[src/shared/sdt_params.svh]
// Purpose: offsets, field positions, reset values and codes of the timer
// Assumes: 3-bit byte address, 8-bit register data
// Notes: included by the package users by bare name
`ifndef SDT_PARAMS_SVH
`define SDT_PARAMS_SVH

// register offsets
`define SDT_ADDR_CTRL0 3'h0
`define SDT_ADDR_CTRL1 3'h1
`define SDT_ADDR_CNT_LO 3'h2
`define SDT_ADDR_CNT_HI 3'h3
`define SDT_ADDR_CMPA_LO 3'h4
`define SDT_ADDR_CMPA_HI 3'h5
`define SDT_ADDR_PERIOD 3'h6
`define SDT_ADDR_FLAGS 3'h7

// control zero fields
`define SDT_RUN_BIT 0

// control one fields
`define SDT_MODE_HI 7
`define SDT_MODE_LO 6
`define SDT_ACT_HI 5
`define SDT_ACT_LO 4
`define SDT_OC_BIT 3
`define SDT_POL_BIT 2
`define SDT_SWAP_BIT 1
`define SDT_CLRSEL_BIT 0

// flag register fields
`define SDT_FLAG_A_BIT 0
`define SDT_FLAG_P_BIT 1

// reset values
`define SDT_RST_BYTE 8'h00
`define SDT_RST_WORD 16'h0000

// mode field codes
`define SDT_MODE_CMP 2'h0
`define SDT_MODE_PWM 2'h2
`define SDT_MODE_TMR 2'h3

// pin action codes
`define SDT_ACT_NONE 2'h0
`define SDT_ACT_LOW 2'h1
`define SDT_ACT_HIGH 2'h2
`define SDT_ACT_TOGGLE 2'h3

// timing counts in timer clocks
`define SDT_FULL_PERIOD 17'h10000
`define SDT_LOW_BYTE_END 8'hff

`endif

[src/shared/sdt_pkg.sv]
// Purpose: types shared by the standard timer design
// Assumes: codes of the mode field live in sdt_params.svh
// Notes: capture and single pulse codes fold into the timer behaviour
package sdt_pkg;

    // operating behaviour selected by the mode field
    typedef enum logic [1:0] {
        SDT_BEH_COMPARE,
        SDT_BEH_PWM,
        SDT_BEH_TIMER
    } sdt_beh_t;

endpackage : sdt_pkg

[src/rtl/sdt_timer.sv]
// Purpose: 16-bit standard timer with compare, timer and PWM behaviour
// Assumes: one clock; byte registers on a plain strobe port
// Notes: flags and the PWM pin follow the count with one cycle of latency, the compare pin with two
//
// Summary of operation
// - compare-A value in two byte registers
// - period byte compared with count upper byte
// - period zero gives 65536 clocks, else times 256
// - mode field picks compare, timer or PWM
// - clear-select low clears on P, sets both flags
// - clear-select high clears on A, A flag only
// - compare-A zero overflows at ffff, no A flag
// - compare mode pin changes only on A flag or run start
// - pin action sets, clears or toggles pin
// - run rising edge restores pin initial level
// - timer mode counts alike, pin not driven
// - PWM ignores clear-select, swap picks roles
// - swap low: period byte sets period
// - duty at or above period gives 100%
// - swap high: compare-A sets period
// - PWM sets both flags on their matches
// - output control and polarity shape PWM level
// - pin action forces pin, counting keeps running
// - running count readable as two bytes
// - output control sets initial or active level
// - polarity inverts output, not in timer mode
//
// The implementer's own choices: the plain strobed port and the address map.
`timescale 1ns/1ps
`include "sdt_params.svh"
module sdt_timer
    import sdt_pkg::*;
(
    input wire logic i_ref_clk, // timer clock, 100 MHz
    input wire logic i_rst_b, // asynchronous reset, active low
    input wire logic [2:0] i_addr, // register address
    input wire logic [7:0] i_wdata, // write data
    input wire logic i_wr, // write strobe
    input wire logic i_rd, // read strobe
    output logic [7:0] o_rdata, // read data, cycle after i_rd
    output logic o_timer_output_pin, // timer output pin level
    output logic o_timer_output_pin_oe, // pin driven by the timer
    output logic o_compare_a_flag, // sticky compare-A flag
    output logic o_compare_p_flag, // sticky compare-P flag
    output logic o_run // run bit
);
    logic rst_b;
    logic run_r;
    logic [7:0] ctrl1_r;
    logic [15:0] cmpa_r;
    logic [7:0] period_r;
    logic [15:0] cnt_r;
    logic [15:0] cnt_nxt;
    logic flag_a_r;
    logic flag_a_nxt;
    logic flag_p_r;
    logic flag_p_nxt;
    logic pin_level_r;
    logic pin_level_nxt;
    logic out_r;
    logic out_nxt;
    logic oe_r;
    logic oe_nxt;
    logic [7:0] rdata_r;
    logic [7:0] rd_mux;
    logic a_match;
    logic a_zero;
    logic p_match;
    logic pwm_active;

    // mode field to behaviour; capture and pulse codes act as timer
    function automatic sdt_beh_t beh_of(input logic [1:0] code);
        sdt_beh_t beh;
        beh = SDT_BEH_TIMER;
        if (code == `SDT_MODE_CMP) begin
            beh = SDT_BEH_COMPARE;
        end else if (code == `SDT_MODE_PWM) begin
            beh = SDT_BEH_PWM;
        end
        return beh;
    endfunction : beh_of

    sdt_rst_sync u_rst_sync (
        .i_ref_clk(i_ref_clk),
        .i_rst_b(i_rst_b),
        .o_rst_b(rst_b)
    );

    sdt_compare u_compare (
        .i_count(cnt_r),
        .i_compare_a(cmpa_r),
        .i_period_value(period_r),
        .i_swap(ctrl1_r[`SDT_SWAP_BIT]),
        .o_a_match(a_match),
        .o_a_zero(a_zero),
        .o_p_match(p_match),
        .o_pwm_active(pwm_active)
    );

    // address decode of the strobe port
    wire wr_ctrl0 = i_wr && (i_addr == `SDT_ADDR_CTRL0);
    wire wr_ctrl1 = i_wr && (i_addr == `SDT_ADDR_CTRL1);
    wire wr_cmpa_lo = i_wr && (i_addr == `SDT_ADDR_CMPA_LO);
    wire wr_cmpa_hi = i_wr && (i_addr == `SDT_ADDR_CMPA_HI);
    wire wr_period = i_wr && (i_addr == `SDT_ADDR_PERIOD);
    wire wr_flags = i_wr && (i_addr == `SDT_ADDR_FLAGS);

    // control fields
    wire [1:0] mode_code = ctrl1_r[`SDT_MODE_HI:`SDT_MODE_LO];
    wire [1:0] pin_act = ctrl1_r[`SDT_ACT_HI:`SDT_ACT_LO];
    wire oc_bit = ctrl1_r[`SDT_OC_BIT];
    wire pol_bit = ctrl1_r[`SDT_POL_BIT];
    wire swap_bit = ctrl1_r[`SDT_SWAP_BIT];
    wire clr_sel = ctrl1_r[`SDT_CLRSEL_BIT];
    wire sdt_beh_t beh = beh_of(mode_code);
    wire is_pwm = (beh == SDT_BEH_PWM);
    wire is_cmp = (beh == SDT_BEH_COMPARE);

    // start pulse: only a write turning the run bit from 0 to 1
    wire run_start = wr_ctrl0 && i_wdata[`SDT_RUN_BIT] && !run_r;

    // matches count only while running; compare-A zero never flags
    wire a_hit = run_r && a_match && !a_zero;
    wire p_hit = run_r && p_match;

    // clear source: PWM by swap, otherwise by clear-select
    wire clr_src = is_pwm ? swap_bit : clr_sel;
    wire cnt_clear = clr_src ? a_hit : p_hit;
    wire a_set = a_hit;
    wire p_set = p_hit && (is_pwm || !clr_sel);

    // counter; overflow at ffff wraps to zero by itself
    always_comb begin
        cnt_nxt = cnt_r;
        if (run_start) begin
            cnt_nxt = `SDT_RST_WORD;
        end else if (run_r && cnt_clear) begin
            cnt_nxt = `SDT_RST_WORD;
        end else if (run_r) begin
            cnt_nxt = cnt_r + 16'h0001;
        end
    end

    // sticky flags; a set in the clearing cycle wins
    assign flag_a_nxt = a_set ||
        (flag_a_r && !(wr_flags && i_wdata[`SDT_FLAG_A_BIT]));
    assign flag_p_nxt = p_set ||
        (flag_p_r && !(wr_flags && i_wdata[`SDT_FLAG_P_BIT]));

    // compare pin level; only an A event or a run start moves it
    always_comb begin
        pin_level_nxt = pin_level_r;
        if (run_start) begin
            pin_level_nxt = oc_bit;
        end else if (a_set && is_cmp) begin
            unique case (pin_act)
                `SDT_ACT_NONE: pin_level_nxt = pin_level_r;
                `SDT_ACT_LOW: pin_level_nxt = 1'b0;
                `SDT_ACT_HIGH: pin_level_nxt = 1'b1;
                `SDT_ACT_TOGGLE: pin_level_nxt = !pin_level_r;
            endcase
        end
    end

    // pwm level: active level is oc_bit, action may force the pin
    wire pwm_wave = pwm_active ? oc_bit : !oc_bit;
    wire pwm_level = (pin_act == `SDT_ACT_NONE) ? 1'b0 :
                     (pin_act == `SDT_ACT_LOW) ? 1'b1 :
                     pwm_wave;

    // driven level; polarity applies wherever the pin is driven
    always_comb begin
        out_nxt = 1'b0;
        oe_nxt = 1'b0;
        unique case (beh)
            SDT_BEH_COMPARE: begin
                out_nxt = pin_level_r ^ pol_bit;
                oe_nxt = 1'b1;
            end
            SDT_BEH_PWM: begin
                out_nxt = pwm_level ^ pol_bit;
                oe_nxt = 1'b1;
            end
            SDT_BEH_TIMER: begin
                out_nxt = 1'b0;
                oe_nxt = 1'b0;
            end
        endcase
    end

    // read mux; unmapped bits read as zero
    always_comb begin
        rd_mux = `SDT_RST_BYTE;
        unique case (i_addr)
            `SDT_ADDR_CTRL0: rd_mux = {7'h00, run_r};
            `SDT_ADDR_CTRL1: rd_mux = ctrl1_r;
            `SDT_ADDR_CNT_LO: rd_mux = cnt_r[7:0];
            `SDT_ADDR_CNT_HI: rd_mux = cnt_r[15:8];
            `SDT_ADDR_CMPA_LO: rd_mux = cmpa_r[7:0];
            `SDT_ADDR_CMPA_HI: rd_mux = cmpa_r[15:8];
            `SDT_ADDR_PERIOD: rd_mux = period_r;
            `SDT_ADDR_FLAGS: rd_mux = {6'h00, flag_p_r, flag_a_r};
        endcase
    end

    // software registers
    always_ff @(posedge i_ref_clk or negedge rst_b) begin
        if (!rst_b) begin
            run_r <= 1'b0;
            ctrl1_r <= `SDT_RST_BYTE;
            cmpa_r <= `SDT_RST_WORD;
            period_r <= `SDT_RST_BYTE;
        end else begin
            if (wr_ctrl0) run_r <= i_wdata[`SDT_RUN_BIT];
            if (wr_ctrl1) ctrl1_r <= i_wdata;
            if (wr_cmpa_lo) cmpa_r[7:0] <= i_wdata;
            if (wr_cmpa_hi) cmpa_r[15:8] <= i_wdata;
            if (wr_period) period_r <= i_wdata;
        end
    end

    // timer state; flags follow the count one cycle later, the compare pin two cycles later
    always_ff @(posedge i_ref_clk or negedge rst_b) begin
        if (!rst_b) begin
            cnt_r <= `SDT_RST_WORD;
            flag_a_r <= 1'b0;
            flag_p_r <= 1'b0;
            pin_level_r <= 1'b0;
            out_r <= 1'b0;
            oe_r <= 1'b0;
            rdata_r <= `SDT_RST_BYTE;
        end else begin
            cnt_r <= cnt_nxt;
            flag_a_r <= flag_a_nxt;
            flag_p_r <= flag_p_nxt;
            pin_level_r <= pin_level_nxt;
            out_r <= out_nxt;
            oe_r <= oe_nxt;
            rdata_r <= i_rd ? rd_mux : `SDT_RST_BYTE;
        end
    end

    assign o_rdata = rdata_r;
    assign o_timer_output_pin = out_r;
    assign o_timer_output_pin_oe = oe_r;
    assign o_compare_a_flag = flag_a_r;
    assign o_compare_p_flag = flag_p_r;
    assign o_run = run_r;
endmodule : sdt_timer

[src/rtl/sdt_rst_sync.sv]
// Purpose: release of the asynchronous reset through two flip-flops
// Assumes: i_rst_b may drop at any time
// Notes: assertion is immediate, release takes two clock edges
`timescale 1ns/1ps
module sdt_rst_sync (
    input wire logic i_ref_clk, // timer clock
    input wire logic i_rst_b, // raw reset, active low
    output logic o_rst_b // released reset, active low
);
    logic meta_r;
    logic hold_r;

    // first stage feeds only the second
    always_ff @(posedge i_ref_clk or negedge i_rst_b) begin
        if (!i_rst_b) begin
            meta_r <= 1'b0;
            hold_r <= 1'b0;
        end else begin
            meta_r <= 1'b1;
            hold_r <= meta_r;
        end
    end

    assign o_rst_b = hold_r;

endmodule : sdt_rst_sync

[src/rtl/sdt_compare.sv]
// Purpose: comparator A, comparator P and edge-aligned duty decision
// Assumes: count runs 0 .. period-1, a match marks the last count
// Notes: pure combinational, the caller gates matches with the run bit
`timescale 1ns/1ps
`include "sdt_params.svh"
module sdt_compare (
    input wire logic [15:0] i_count, // running count
    input wire logic [15:0] i_compare_a, // compare-A value
    input wire logic [7:0] i_period_value, // period value, upper byte
    input wire logic i_swap, // duty/period swap
    output logic o_a_match, // count at compare-A terminal
    output logic o_a_zero, // compare-A value is zero
    output logic o_p_match, // count at period terminal
    output logic o_pwm_active // waveform in its active part
);
    logic [7:0] p_term;
    logic [16:0] span_p;
    logic [16:0] span_a;
    logic [16:0] period_len;
    logic [16:0] duty_len;

    // terminal counts; zero values wrap to ffff, i.e. overflow
    assign o_a_zero = (i_compare_a == `SDT_RST_WORD);
    assign o_a_match = (i_count == (i_compare_a - 16'h0001));
    assign p_term = i_period_value - 8'h01;
    assign o_p_match = (i_count[15:8] == p_term) &&
                       (i_count[7:0] == `SDT_LOW_BYTE_END);

    // lengths in clocks; zero means the full 65536, except compare-A used as duty, where zero stays zero
    assign span_p = (i_period_value == `SDT_RST_BYTE) ? `SDT_FULL_PERIOD :
                    {1'b0, i_period_value, 8'h00};
    assign span_a = o_a_zero ? `SDT_FULL_PERIOD : {1'b0, i_compare_a};
    assign period_len = i_swap ? span_a : span_p;
    assign duty_len = i_swap ? span_p : {1'b0, i_compare_a};

    // duty not below period gives a steady active level
    assign o_pwm_active = (duty_len >= period_len) ||
                          ({1'b0, i_count} < duty_len);

endmodule : sdt_compare

[config.mk]
export PLATFORM = sky130hd
export DESIGN_NAME = sdt_timer
export DESIGN_NICKNAME = d
export VERILOG_FILES = /design/src/shared/sdt_pkg.sv /design/src/rtl/sdt_timer.sv /design/src/rtl/sdt_rst_sync.sv /design/src/rtl/sdt_compare.sv
export VERILOG_INCLUDE_DIRS = /design/src /design/src/shared
export SDC_FILE = /design/constraint.sdc
export NUM_CORES = 1
export LEC_CHECK = 0
export ABC_AREA = 1
export BUFFER_PORTS_ARGS = -buffer_cell sky130_fd_sc_hd__buf_2
export CAP_MARGIN = 40
export CORE_MARGIN = 2
export CORE_UTILIZATION = 55
export CTS_CLUSTER_DIAMETER = 80
export DETAILED_ROUTE_END_ITERATION = 10
export GPL_ROUTABILITY_DRIVEN = 0
export PLACE_DENSITY = 0.73
export SYNTH_ARGS = -nofsm -noshare
export SYNTH_HDL_FRONTEND = slang
export SYNTH_HIERARCHICAL = 1
export SYNTH_SLANG_ARGS = --single-unit
[constraint.sdc]
create_clock -name i_ref_clk -period 3 [get_ports i_ref_clk]
set_input_delay 0.45 -clock i_ref_clk [delete_from_list [all_inputs] [get_ports i_ref_clk]]
set_output_delay 0.45 -clock i_ref_clk [all_outputs]
set_load 0.02 [all_outputs]
* Word level (Yosys, flattened, before mapping)
Index checks and enable logic that the tools add are counted.
** Operators by class
- Magnitude comparators :: 2
- Reduce and logical (&&, ||, !) cells :: 40
- Equal/unequal tests :: 17
- Bitwise operators :: 2
- Add/sub/neg operators :: 3
- Muxes and demuxes :: 21
** Operator list (count)
- 17-bit 2-to-1 mux :: 4
- 8-bit one-hot mux with 8 select lines :: 1
- 16-bit 2-to-1 mux :: 3
- 1-bit logical AND :: 19
- 17-bit greater-or-equal comparator :: 1
- 16-bit by 17-bit less-than comparator with 1-bit output :: 1
- 16-bit by 1-bit adder with 16-bit output, second input constant :: 1
- 16-bit equality test :: 1
- 16-bit zero test :: 1
- 16-bit by 1-bit subtractor with 16-bit output, second input constant :: 1
- 3-bit equality test, second input constant :: 4
- 2-bit equality test, second input constant :: 4
- 8-bit equality test :: 1
- 8-bit equality test, second input constant :: 1
- 8-bit zero test :: 1
- 8-bit 2-to-1 mux :: 1
- 8-bit by 1-bit subtractor with 8-bit output, second input constant :: 1
- 1-bit zero test :: 7
- 1-bit 2-to-1 mux :: 7
- 3-bit by 2-bit equality test with 1-bit output, second input constant :: 2
- 2-bit zero test :: 3
- 1-bit one-hot mux with 3 select lines :: 2
- 2-bit by 1-bit equality test with 1-bit output, second input constant :: 2
- 1-bit logical OR :: 4
- other kinds (10) :: 12
** Word-level totals
- Input port bits :: 15
- Register bits :: 64
- Output and inout bits :: 13

* Logic depth before layout (Yosys ltp)
Gate-level depths: netlist of the first run.
- Depth after elaboration :: 10
- Depth in mapped cells :: 24
- Mapped depth without buffers :: 24

* Hierarchy
The synthesis of the first run kept the hierarchy.
** By module, submodules not included
- sdt_timer :: times used 1, area an instance 3209.3 um2, cells each 424
- sdt_compare :: times used 1, area an instance 1868.0 um2, cells each 349
- sdt_rst_sync :: times used 1, area an instance 53.8 um2, cells each 3

* Worst setup path before layout of the first run
No wires, ideal clock.
- Path type :: reg-to-reg
- Start point :: reg cmpa_r[0]
- End point :: reg out_r (netlist: o_timer_output_pin)
- Stages on the path, launching flop included :: 23
- Arrival time :: 2499 ps
- Path slack :: 382 ps
- Required time :: 2881 ps
- Library setup time :: 119 ps
- Cell sequence :: dfrtp_1 inv_2 ha_1 nand3_2 nor2_4 nand2_1 o21ai_0 inv_1 ha_1 nand2_1 nor2_1 a211oi_1 o21ai_0 a21oi_1 nand3_1 inv_1 nand2_1 nand2_1 nand2_1 nand2_1 nand3_1 nand2_1 nor2_1
** Between the ends
- Longest elaborated chain between the ends :: 10
** RTL lines
- start, declared :: line sdt_timer.sv:50 : logic [15:0] cmpa_r;
- start signal, assigned :: line sdt_timer.sv:211 : cmpa_r <= `SDT_RST_WORD;
- start signal, assigned :: line sdt_timer.sv:216 : if (wr_cmpa_lo) cmpa_r[7:0] <= i_wdata;
- 16-bit zero test (no line)
- 17-bit 2-to-1 mux :: line sdt_compare.sv:32 : assign span_a = o_a_zero ? `SDT_FULL_PERIOD : {1'b0, i_compare_a};
- 17-bit 2-to-1 mux :: line sdt_compare.sv:33 : assign period_len = i_swap ? span_a : span_p;
- 17-bit greater-or-equal comparator :: line sdt_compare.sv:37 : assign o_pwm_active = (duty_len >= period_len) ||
- 1-bit logical OR * :: line sdt_compare.sv:37
- via pwm_active :: line sdt_timer.sv:69 : logic pwm_active;
- 1-bit 2-to-1 mux * :: line sdt_timer.sv:166 : wire pwm_wave = pwm_active ? oc_bit : !oc_bit;
- 1-bit 2-to-1 mux * :: line sdt_timer.sv:168 : (pin_act == `SDT_ACT_LOW) ? 1'b1 :
- 1-bit 2-to-1 mux * :: line sdt_timer.sv:167 : wire pwm_level = (pin_act == `SDT_ACT_NONE) ? 1'b0 :
- 1-bit XOR * :: line sdt_timer.sv:181 : out_nxt = pwm_level ^ pol_bit;
- 1-bit one-hot mux with 3 select lines * :: line sdt_timer.sv:175 : unique case (beh)
- via out_nxt :: line sdt_timer.sv:61 : logic out_nxt;
- end signal, assigned :: line sdt_timer.sv:237 : out_r <= out_nxt;
- end, declared :: line sdt_timer.sv:60 : logic out_r;
Mark *: on every way through the listed nets, which the timed path passes. The rest lies on a longest branch.
A chain may end at the register's enable or synchronous reset.

* Worst setup path after layout of the first run
- Start point :: reg period_r[0]
- End point :: reg out_r (netlist: o_timer_output_pin)
** Between the ends
- Longest elaborated chain between the ends :: 10
** RTL lines
- start, declared :: line sdt_timer.sv:51 : logic [7:0] period_r;
- start signal, assigned :: line sdt_timer.sv:212 : period_r <= `SDT_RST_BYTE;
- start signal, assigned :: line sdt_timer.sv:218 : if (wr_period) period_r <= i_wdata;
- 8-bit zero test (no line)
- 17-bit 2-to-1 mux * :: line sdt_compare.sv:30 : assign span_p = (i_period_value == `SDT_RST_BYTE) ? `SDT_FULL_PERIOD :
- 17-bit 2-to-1 mux (on tied branches) :: line sdt_compare.sv:34, sdt_compare.sv:33
- 17-bit greater-or-equal comparator or 16-bit by 17-bit less-than comparator with 1-bit output (tied branches) :: line sdt_compare.sv:37, sdt_compare.sv:38
- 1-bit logical OR * :: line sdt_compare.sv:37
- via pwm_active :: line sdt_timer.sv:69
- 1-bit 2-to-1 mux * :: line sdt_timer.sv:166
- 1-bit 2-to-1 mux * :: line sdt_timer.sv:168
- 1-bit 2-to-1 mux * :: line sdt_timer.sv:167
- 1-bit XOR * :: line sdt_timer.sv:181
- 1-bit one-hot mux with 3 select lines * :: line sdt_timer.sv:175
- via out_nxt :: line sdt_timer.sv:61
Marks and branches as above.

==> results of run 1 <==
==> power groups by stage <==
stage	clock network, mW	registers (mW)	logic (mW)
finish	0.958	1.35	2.09
global route	1.00	1.37	2.32
CTS	0.964	1.34	1.98
detailed placement	0	1.35	1.97
global placement	0	1.35	1.90
floorplan	0	1.36	1.27
==> state kept, by name, indices dropped and copies added (netlist names), 8 cells and up <==
register  flops
o_rdata       8
cmpa_r       16
ctrl1_r       8
cnt_r        16
period_r      8
==> logic make-up (layout without fill, tap and decap cells) <==
family / after synthesis / in the layout / share of synthesized area (%)
AOI/OAI and AO/OA: 97 / 97 / 11.1
xor gates and xnor gates: 23 / 23 / 3.93
adders and majority gates: 27 / 27 / 6.58
buffers and inverters: 113 / 174 / 8.75
DFF: 64 / 64 / 31.2
other: 1 / 1 / 0.0731
and+or+nand+nor: 451 / 451 / 38.4
==> layout by cell type (no fill, tap or decap), types with 17 or more instances in the layout <==
cell,n
buf_2,27
nand3_1,67
dfrtp_1,58
inv_1,87
nand2_1,254
a21oi_1,24
ha_1,25
o21ai_0,40
buf_4,31
nor2_1,78
o21ai_2,17
==> final cells by class <==
type,count,area (um2)
clock buffers,10,138
multi-input cells,599,3140
inverters,99,374
well taps,111,139
fillers,797,3260
repair buffers,59,378
flip-flops and latches,64,1610
clock inverters,6,114
==> per-layer routing <==
metal / GRT usage [%] / share of wire [%]
met3: 5.34 / 8.8
met4: 15.6 / 3.9
met1: 43.6 / 41
met5: 0 / 0
met2: 51.5 / 46
==> metrics by stage <==
stage / cells / setup slack [ns] / area [um2] / hold WS, ns / utilization, %
2_1_floorplan: 776 / 0.382 / 5130 / 0.154 / -
3_3_place_gp: 930 / 0.0379 / 5550 / 0.217 / 60.7
3_5_place_dp: 930 / 0.00369 / 5550 / 0.221 / 60.7
4_1_cts: 947 / 0.0263 / 5820 / 0.230 / 63.6
5_1_grt: 948 / -0.0524 / 5900 / 0.253 / 64.4
6_report: 948 / 0.217 / 5900 / 0.210 / 64.4
==> what timing repair did <==
action / CTS / global route
pin swaps: 1 / 2
endpoints found under the hold margin: 2 / 0
hold buffers: 1 / 0
gates resized for setup: 3 / 18
setup endpoints to repair: 1 / 15
setup buffers: 0 / 1
==> cells in the mapped netlist, types with 9 or more instances <==
master	n
a21oi_1	24
dfrtp_1	64
ha_1	27
inv_1	87
inv_2	12
nand2_1	255
nand3_1	68
nand4_1	9
nor2_1	79
o21ai_0	42
o21ai_2	16
xor2_1	16
==> final timing paths <==
| check | to | slack, ns | cells past startpoint |
|---|---|---|---|
| worst min-delay path | o_rdata[0] | 0.21 | 0 |
| worst min register to register | o_rdata[0] | 0.21 | 0 |
| min in group i_ref_clk | o_rdata[0] | 0.36 | 3 |
| max in group asynchronous | cmpa_r[0] | 2.10 | 1 |
| worst max register to register | o_timer_output_pin | 0.22 | 24 |
| worst max-delay path | o_timer_output_pin | 0.22 | 24 |
==> impl_results.md, run 1 <==
- Outcome: finished, final reports clean
- Post-synthesis register bit count: 64
- PnR Total Power: about 4.4 mW
- First-pass iteration count of the detailed router: 5
- Internal power: roughly 2.4 mW
- Critical Path Most Common Cell: nand2_1
- Clk pwr share: 21.7%
- Final ANT Viol Nets: 0
- Die Wd: about 100 um
- WS Path Type: flop to flop
- Synth Warn #: 6
- Seq/Total Area, Yosys: between 30 and 40%
- Die height: 101 um
- Mean Syn Cell Area: 6.61 um2
- CP top delay family: simple AND/OR/NAND/NOR gates
- Area share of the largest cell type after synthesis: a little under a third
- Initial Util: between 50 and 60%
- Post-route DRC: 0
- Dominant synthesized flop cell: dfrtp_1
- CP Capture Type: flop
- Final nets: between 800 and 900
- First DRT Iteration DRCs: 480
- Register share of total power: just over 30%
- First-pass GRT wire length: 25,300 um
- Final Max Slew Viols: 0
- Final hold violation count: 0
- Top cells by area, synth: dfrtp_1 (31%), nand2_1 (19%), nand3_1 (6.6%)
- Required @ worst endpoint: approximately 3.2 ns
- Worst reg2reg path startpoint: period_r[0]
- Worst slew margin: between 50% and 60%
- Number of global-route vias before repair: around 5,000
- Final Cycle Share: between 90 and 100%
- Lkg Pwr: around 3.1 nW
- Cts bufs inserted: 9
- Clk_lat worst skew: about 0.35 ns
- Worst slew pin tran: 0.663 ns
- Mapped Area: roughly 0.0051 mm2
- Worst Path Buf+Inv: 4
- Worst Skew: between 0.01 and 0.015 ns
- Post-synth ARST share: 100%
- Synth-to-Final Area Change: 14.9%
- TritonCTS Sinks: 64
- Sw Pwr: 1.99 mW
- Clock buffer depth: 2
- Overflow after GRT: 0
- Endpoints failing setup: 0
- Fraction of layout cells with a size suffix above 1: between 10% and 20%
- Hpwl dp: about 12,000 um
- Slowest cell delay on critical path: roughly 0.37 ns
- Hold Path Class: flop to asynchronous set/reset pin
- Post-synth cell types: 38
- Maximum VDD drop: approximately 0.00038 V
- Synth Net Count: roughly 800
- Initial antenna violation count: 0
- Max cap viols: 0
- Wire length per cell: between 15 and 20 um
- PwrDens: 748 mW/mm2
- WL final: roughly 16,000 um
- Die area: a little over 0.01 mm2
- Cells after Synth: just under 800
- Fmax: roughly 0.36 GHz
- Max Fanout on Critical Path: 3
- I/O pins: 28
- CTS tree: yes
- Post-route setup TNS: 0 ns
- Worst path slowest cell: dfrtp_1
- Crit. Startpoint: period_r[0]
- Core area: ~0.0092 mm2
- Antenna cells: 0
- DR vias: approximately 5,400
- Largest net degree at the start of global routing: 25
- # rows: 35
- Post-synth EDFFs: 0
- Net Sw Frac: a little under half
- GR Util All Layers: approximately 33%
- Min Tclk post-route: about 2.8 ns
- Arr. time, crit path: slightly above 3 ns
- DR vias/cell: 5.68
- H-tree depth: 3
- Cell taking the most area after synthesis: dfrtp_1
- CP cell instances: inv_1 > ha_4 > nand3_2 > inv_2 > nand2_1 > nand2_2 > nand2_1 > o21ai_2 > inv_1 > ha_1 > nand2_1 > a211oi_1 > nor3_2 > nand2_1 > a21oi_1 > nand3_1 > inv_1 > nand2_1 > nand2_1 > nand2_1 > nand2_1 > nand3_1 > nand2_1 > nor2_1
- Comb pwr share: between 40 and 50%
- Clk pin slew, worst setup/hold paths: 0.08 ns
- Crit path launch type: flop
- Number of port buffers: 27
- Clk root buf: clkbuf_8
(Power assumes the default switching activity.)
==> run 2, diff against run 1 <==
--- a/config.mk
+++ b/config.mk
@@ -8,7 +8,6 @@
 export LEC_CHECK = 0
 export ABC_AREA = 1
 export BUFFER_PORTS_ARGS = -buffer_cell sky130_fd_sc_hd__buf_2
-export CAP_MARGIN = 40
 export CORE_MARGIN = 2
 export CORE_UTILIZATION = 55
 export CTS_CLUSTER_DIAMETER = 80
@@ -17,5 +16,4 @@
 export PLACE_DENSITY = 0.73
 export SYNTH_ARGS = -nofsm -noshare
 export SYNTH_HDL_FRONTEND = slang
-export SYNTH_HIERARCHICAL = 1
 export SYNTH_SLANG_ARGS = --single-unit
==> run 2 against run 1 <==
Effect of this change:
- sequential power increased by 6%
- total power increased by 2.2%
- sequential share of layout area is 2.6 points higher
- flip-flop and latch count did not move
- wire length shrank 5.9%
- largest power group unchanged
- register-to-register slack worse by 0.04 ns
- synthesized cell count fell by 17%
- critical endpoint unchanged
- highest routed layer unchanged
- worst setup slack lost 0.044 ns
- largest cell class unchanged
==> impl_results.md, run 2 <==
- Outcome: finished, final reports clean (unchanged)
- PwrDens: 840 mW/mm2 (was 748 mW/mm2)
- Clk pin slew, worst setup/hold paths: 0.09 ns (was 0.08 ns)
- Die area: 0.00944 mm2 (was 0.0101 mm2)
- Post-synth EDFFs: 0 (unchanged)
- Crit. Startpoint: period_r[0] (unchanged)
- First DRT Iteration DRCs: 456 (was 480)
- GR Util All Layers: 32.3% (was 32.6%)
- Core area: 0.00830 mm2 (was 0.00915 mm2)
- Min Tclk post-route: 2.83 ns (was 2.78 ns)
- Max Fanout on Critical Path: 4 (was 3)
- Worst setup path end: o_timer_output_pin (unchanged)
- Max cap viols: 0 (unchanged)
- Wire length per cell: 18.9 um (was 16.8 um)
- Placed cell area: 0.00510 mm2 (was 0.00555 mm2)
- Worst slew pin tran: 0.712 ns (was 0.663 ns)
- Crit path launch type: flop (unchanged)
- Initial antenna violation count: 0 (unchanged)
- Mapped Area: 0.00477 mm2 (was 0.00513 mm2)
- Min Hold Slack: 0.292 ns (was 0.210 ns)
- Required @ worst endpoint: 3.27 ns (was 3.24 ns)
- Post-synth cell types: 44 (was 38)
- Worst slew margin: 51.3% (was 55.4%)
- Reg2reg path depth: 18 (was 24)
- TritonCTS Sinks: 64 (unchanged)
- Worst R2R Setup Slack: 0.17 ns (was 0.22 ns)
- First-pass GRT wire length: 23,700 um (was 25,300 um)
- R2r endpoint: o_timer_output_pin (unchanged)
- Synth-to-Final Area Change: 12.4% (was 14.9%)
- Largest net degree at the start of global routing: 34 (was 25)
- Hold Path Class: flop to asynchronous set/reset pin (unchanged)
- Fraction of layout cells with a size suffix above 1: 15.0% (was 16.8%)
- Final Max Slew Viols: 0 (unchanged)
- Most frequent cells in the layout: nand2_1 (129), inv_1 (81), o21ai_0 (69) (was nand2_1 (254), inv_1 (87), nor2_1 (78))
- Number of global-route vias before repair: 4,541 (was 5,033)
- DR vias/cell: 5.97 (was 5.68)
- Final nets: 726 (was 874)
- Cell taking the most area after synthesis: dfrtp_1 (unchanged)
- Fmax: 0.354 GHz (was 0.359 GHz)
- CTS tree: yes (unchanged)
- # rows: 33 (was 35)
- Maximum VDD drop: 0.000393 V (was 0.000379 V)
- Die height: 97.1 um (was 101 um)
- First-pass iteration count of the detailed router: 9 (was 5)
- Clk root buf: clkbuf_8 (unchanged)
- DP Cell Count: 776 (was 930)
- Post-route setup TNS: 0 ns (unchanged)
- Post-layout instance area: 0.00536 mm2 (was 0.00590 mm2)
- Synth top cells by count: nand2_1 (130), inv_1 (82), o21ai_0 (71) (was nand2_1 (255), inv_1 (87), nor2_1 (79))
- CP Capture Type: flop (unchanged)
- Post-route insts no fill: 793 (was 948)
- Postcts setup bufs: 0 (unchanged)
- Post-synthesis register bit count: 64 (unchanged)
- Endpoints failing setup: 0 (unchanged)
- Final Cycle Share: 94.3% (was 92.8%)
- Seq/Total Area, Yosys: 33.6% (was 31.2%)
- Number of port buffers: 27 (unchanged)
- DR vias: 4,738 (was 5,382)
- Cells after Synth: 641 (was 776)
- Mean Syn Cell Area: 7.44 um2 (was 6.61 um2)
- WL final: 15,000 um (was 16,000 um)
- Dominant synthesized flop cell: dfrtp_1 (unchanged)
- Synth Net Count: 684 (was 818)
- Post-synth ARST share: 100% (unchanged)
- Count leader, synth: nand2_1 (unchanged)
- Synth Warn #: 0 (was 6)
- Biggest regs: cmpa_r: 16 flops, cnt_r: 16 flops (unchanged)
- Top cells by area, synth: dfrtp_1 (34%), nand2_1 (10%), o21ai_0 (7.4%) (was dfrtp_1 (31%), nand2_1 (19%), nand3_1 (6.6%))
- Post-route DRC: 0 (unchanged)
- Antenna cells: 0 (unchanged)
- Worst Skew: 0.0108 ns (was 0.0148 ns)
- H-tree depth: 3 (unchanged)
- Clk_lat worst skew: 0.37 ns (was 0.35 ns)
- Final ANT Viol Nets: 0 (unchanged)
- Worst reg2reg path startpoint: period_r[0] (unchanged)
- Arr. time, crit path: 3.09 ns (was 3.02 ns)
- Hpwl dp: 11,400 um (was 12,200 um)
- Final hold violation count: 0 (unchanged)
- Clock buffer depth: 2 (unchanged)
- Initial Util: 57.5% (was 56.1%)
- I/O pins: 28 (unchanged)
- Overflow after GRT: 0 (unchanged)
- Die Wd: 97.1 um (was 101 um)
- Area share of the largest cell type after synthesis: 33.6% (was 31.2%)
- WS Path Type: flop to flop (unchanged)
- Most common cell after layout, fill and taps aside: nand2_1 (unchanged)
- Lkg Pwr: 2.58 nW (was 3.06 nW)
- Cts bufs inserted: 9 (unchanged)
-- run 2: changes by cell type in the layout (fill, tap and decap cells not counted), moves of 15 or more --
cell / before / now
nand2_1: 254 / 129
nand3_1: 67 / 28
nor2_1: 78 / 59
o21ai_0: 40 / 69
o21ai_2: 17 / 0
o22ai_1: 0 / 18
xor2_1: 16 / 31
-- run 2: timing repair --
item / in CTS / in global routing
hold buffers: 1 / 0
setup endpoints to repair: 0 / 1
gates resized for setup: 0 / 9
endpoints found under the hold margin: 2 / 0
-- run 2: stage by stage --
step	setup WS [ns]	total power, mW	utilization [%]
after floorplan	0.317	2.88	-
after global placement	0.211	3.46	61.5
after detailed placement	0.165	3.52	61.5
after CTS	0.123	4.40	64.3
after global routing	-0.0104	4.79	64.6
final	0.172	4.50	64.6
-- run 2: cells by family after synthesis --
kind of cell,Yosys count,share of synthesized area (%)
other,1,0.0786
xor gates and xnor gates,40,7.34
buffers and inverters,104,9.07
DFF,64,33.6
AOI/OAI and AO/OA,138,17.5
adders and majority gates,28,7.34
and+or+nand+nor,266,25.1
-- run 2: final cells by class --
cell class	instances	area, um2
clock buffer	9	124
clock inverter	7	103
fill	707	2940
inverter	85	319
multi-input combinational	473	2760
sequential	64	1600
tap	105	131
timing repair buffer	50	323
-- run 2: power by group --
| group | total, mW | leakage [nW] | switching (mW) | internal, mW |
|---|---|---|---|---|
| sequential | 1.43 | 0.821 | 0.355 | 1.07 |
| combinational | 2.19 | 1.65 | 1.34 | 0.854 |
| clock | 0.885 | 0.111 | 0.407 | 0.478 |
| total | 4.50 | 2.58 | 2.10 | 2.41 |
-- run 2: worst min path at each step --
stage / startpoint / to / cells past startpoint
6_report: u_rst_sync.o_rst_b / o_timer_output_pin / 0
5_1_grt: u_rst_sync.o_rst_b / ctrl1_r[6] / 0
3_5_place_dp: i_rst_b / u_rst_sync.meta_r / 1
4_1_cts: u_rst_sync.o_rst_b / o_timer_output_pin / 0
3_3_place_gp: i_rst_b / u_rst_sync.meta_r / 1
2_1_floorplan: i_rst_b / u_rst_sync.meta_r / 0
-- run 2: metal layers --
| metal | global-route usage, % | part of all wire [%] | vias to the layer above |
|---|---|---|---|
| met2 | 48.1 | 43 | 335 |
| met4 | 16.6 | 4.8 | 0 |
| met1 | 42.2 | 40 | 2132 |
| met3 | 10.1 | 12 | 67 |
| met5 | 0 | 0 | - |
| li1 | - | - | 2204 |
-- run 2: critical path, cell delays in order (launching register included) --
cell and delay, ns:
dfrtp_1 0.38, inv_1 0.12, ha_4 0.17, nand2_1 0.05
nor2_1 0.13, buf_4 0.15, nand3_1 0.09, o21ai_1 0.10
inv_1 0.06, ha_1 0.31, a21oi_1 0.16, o21ai_0 0.08
or2_2 0.30, a21oi_2 0.13, nand4_1 0.11, nand3_1 0.14
nand2_1 0.08, a21oi_1 0.13, nor2_1 0.06
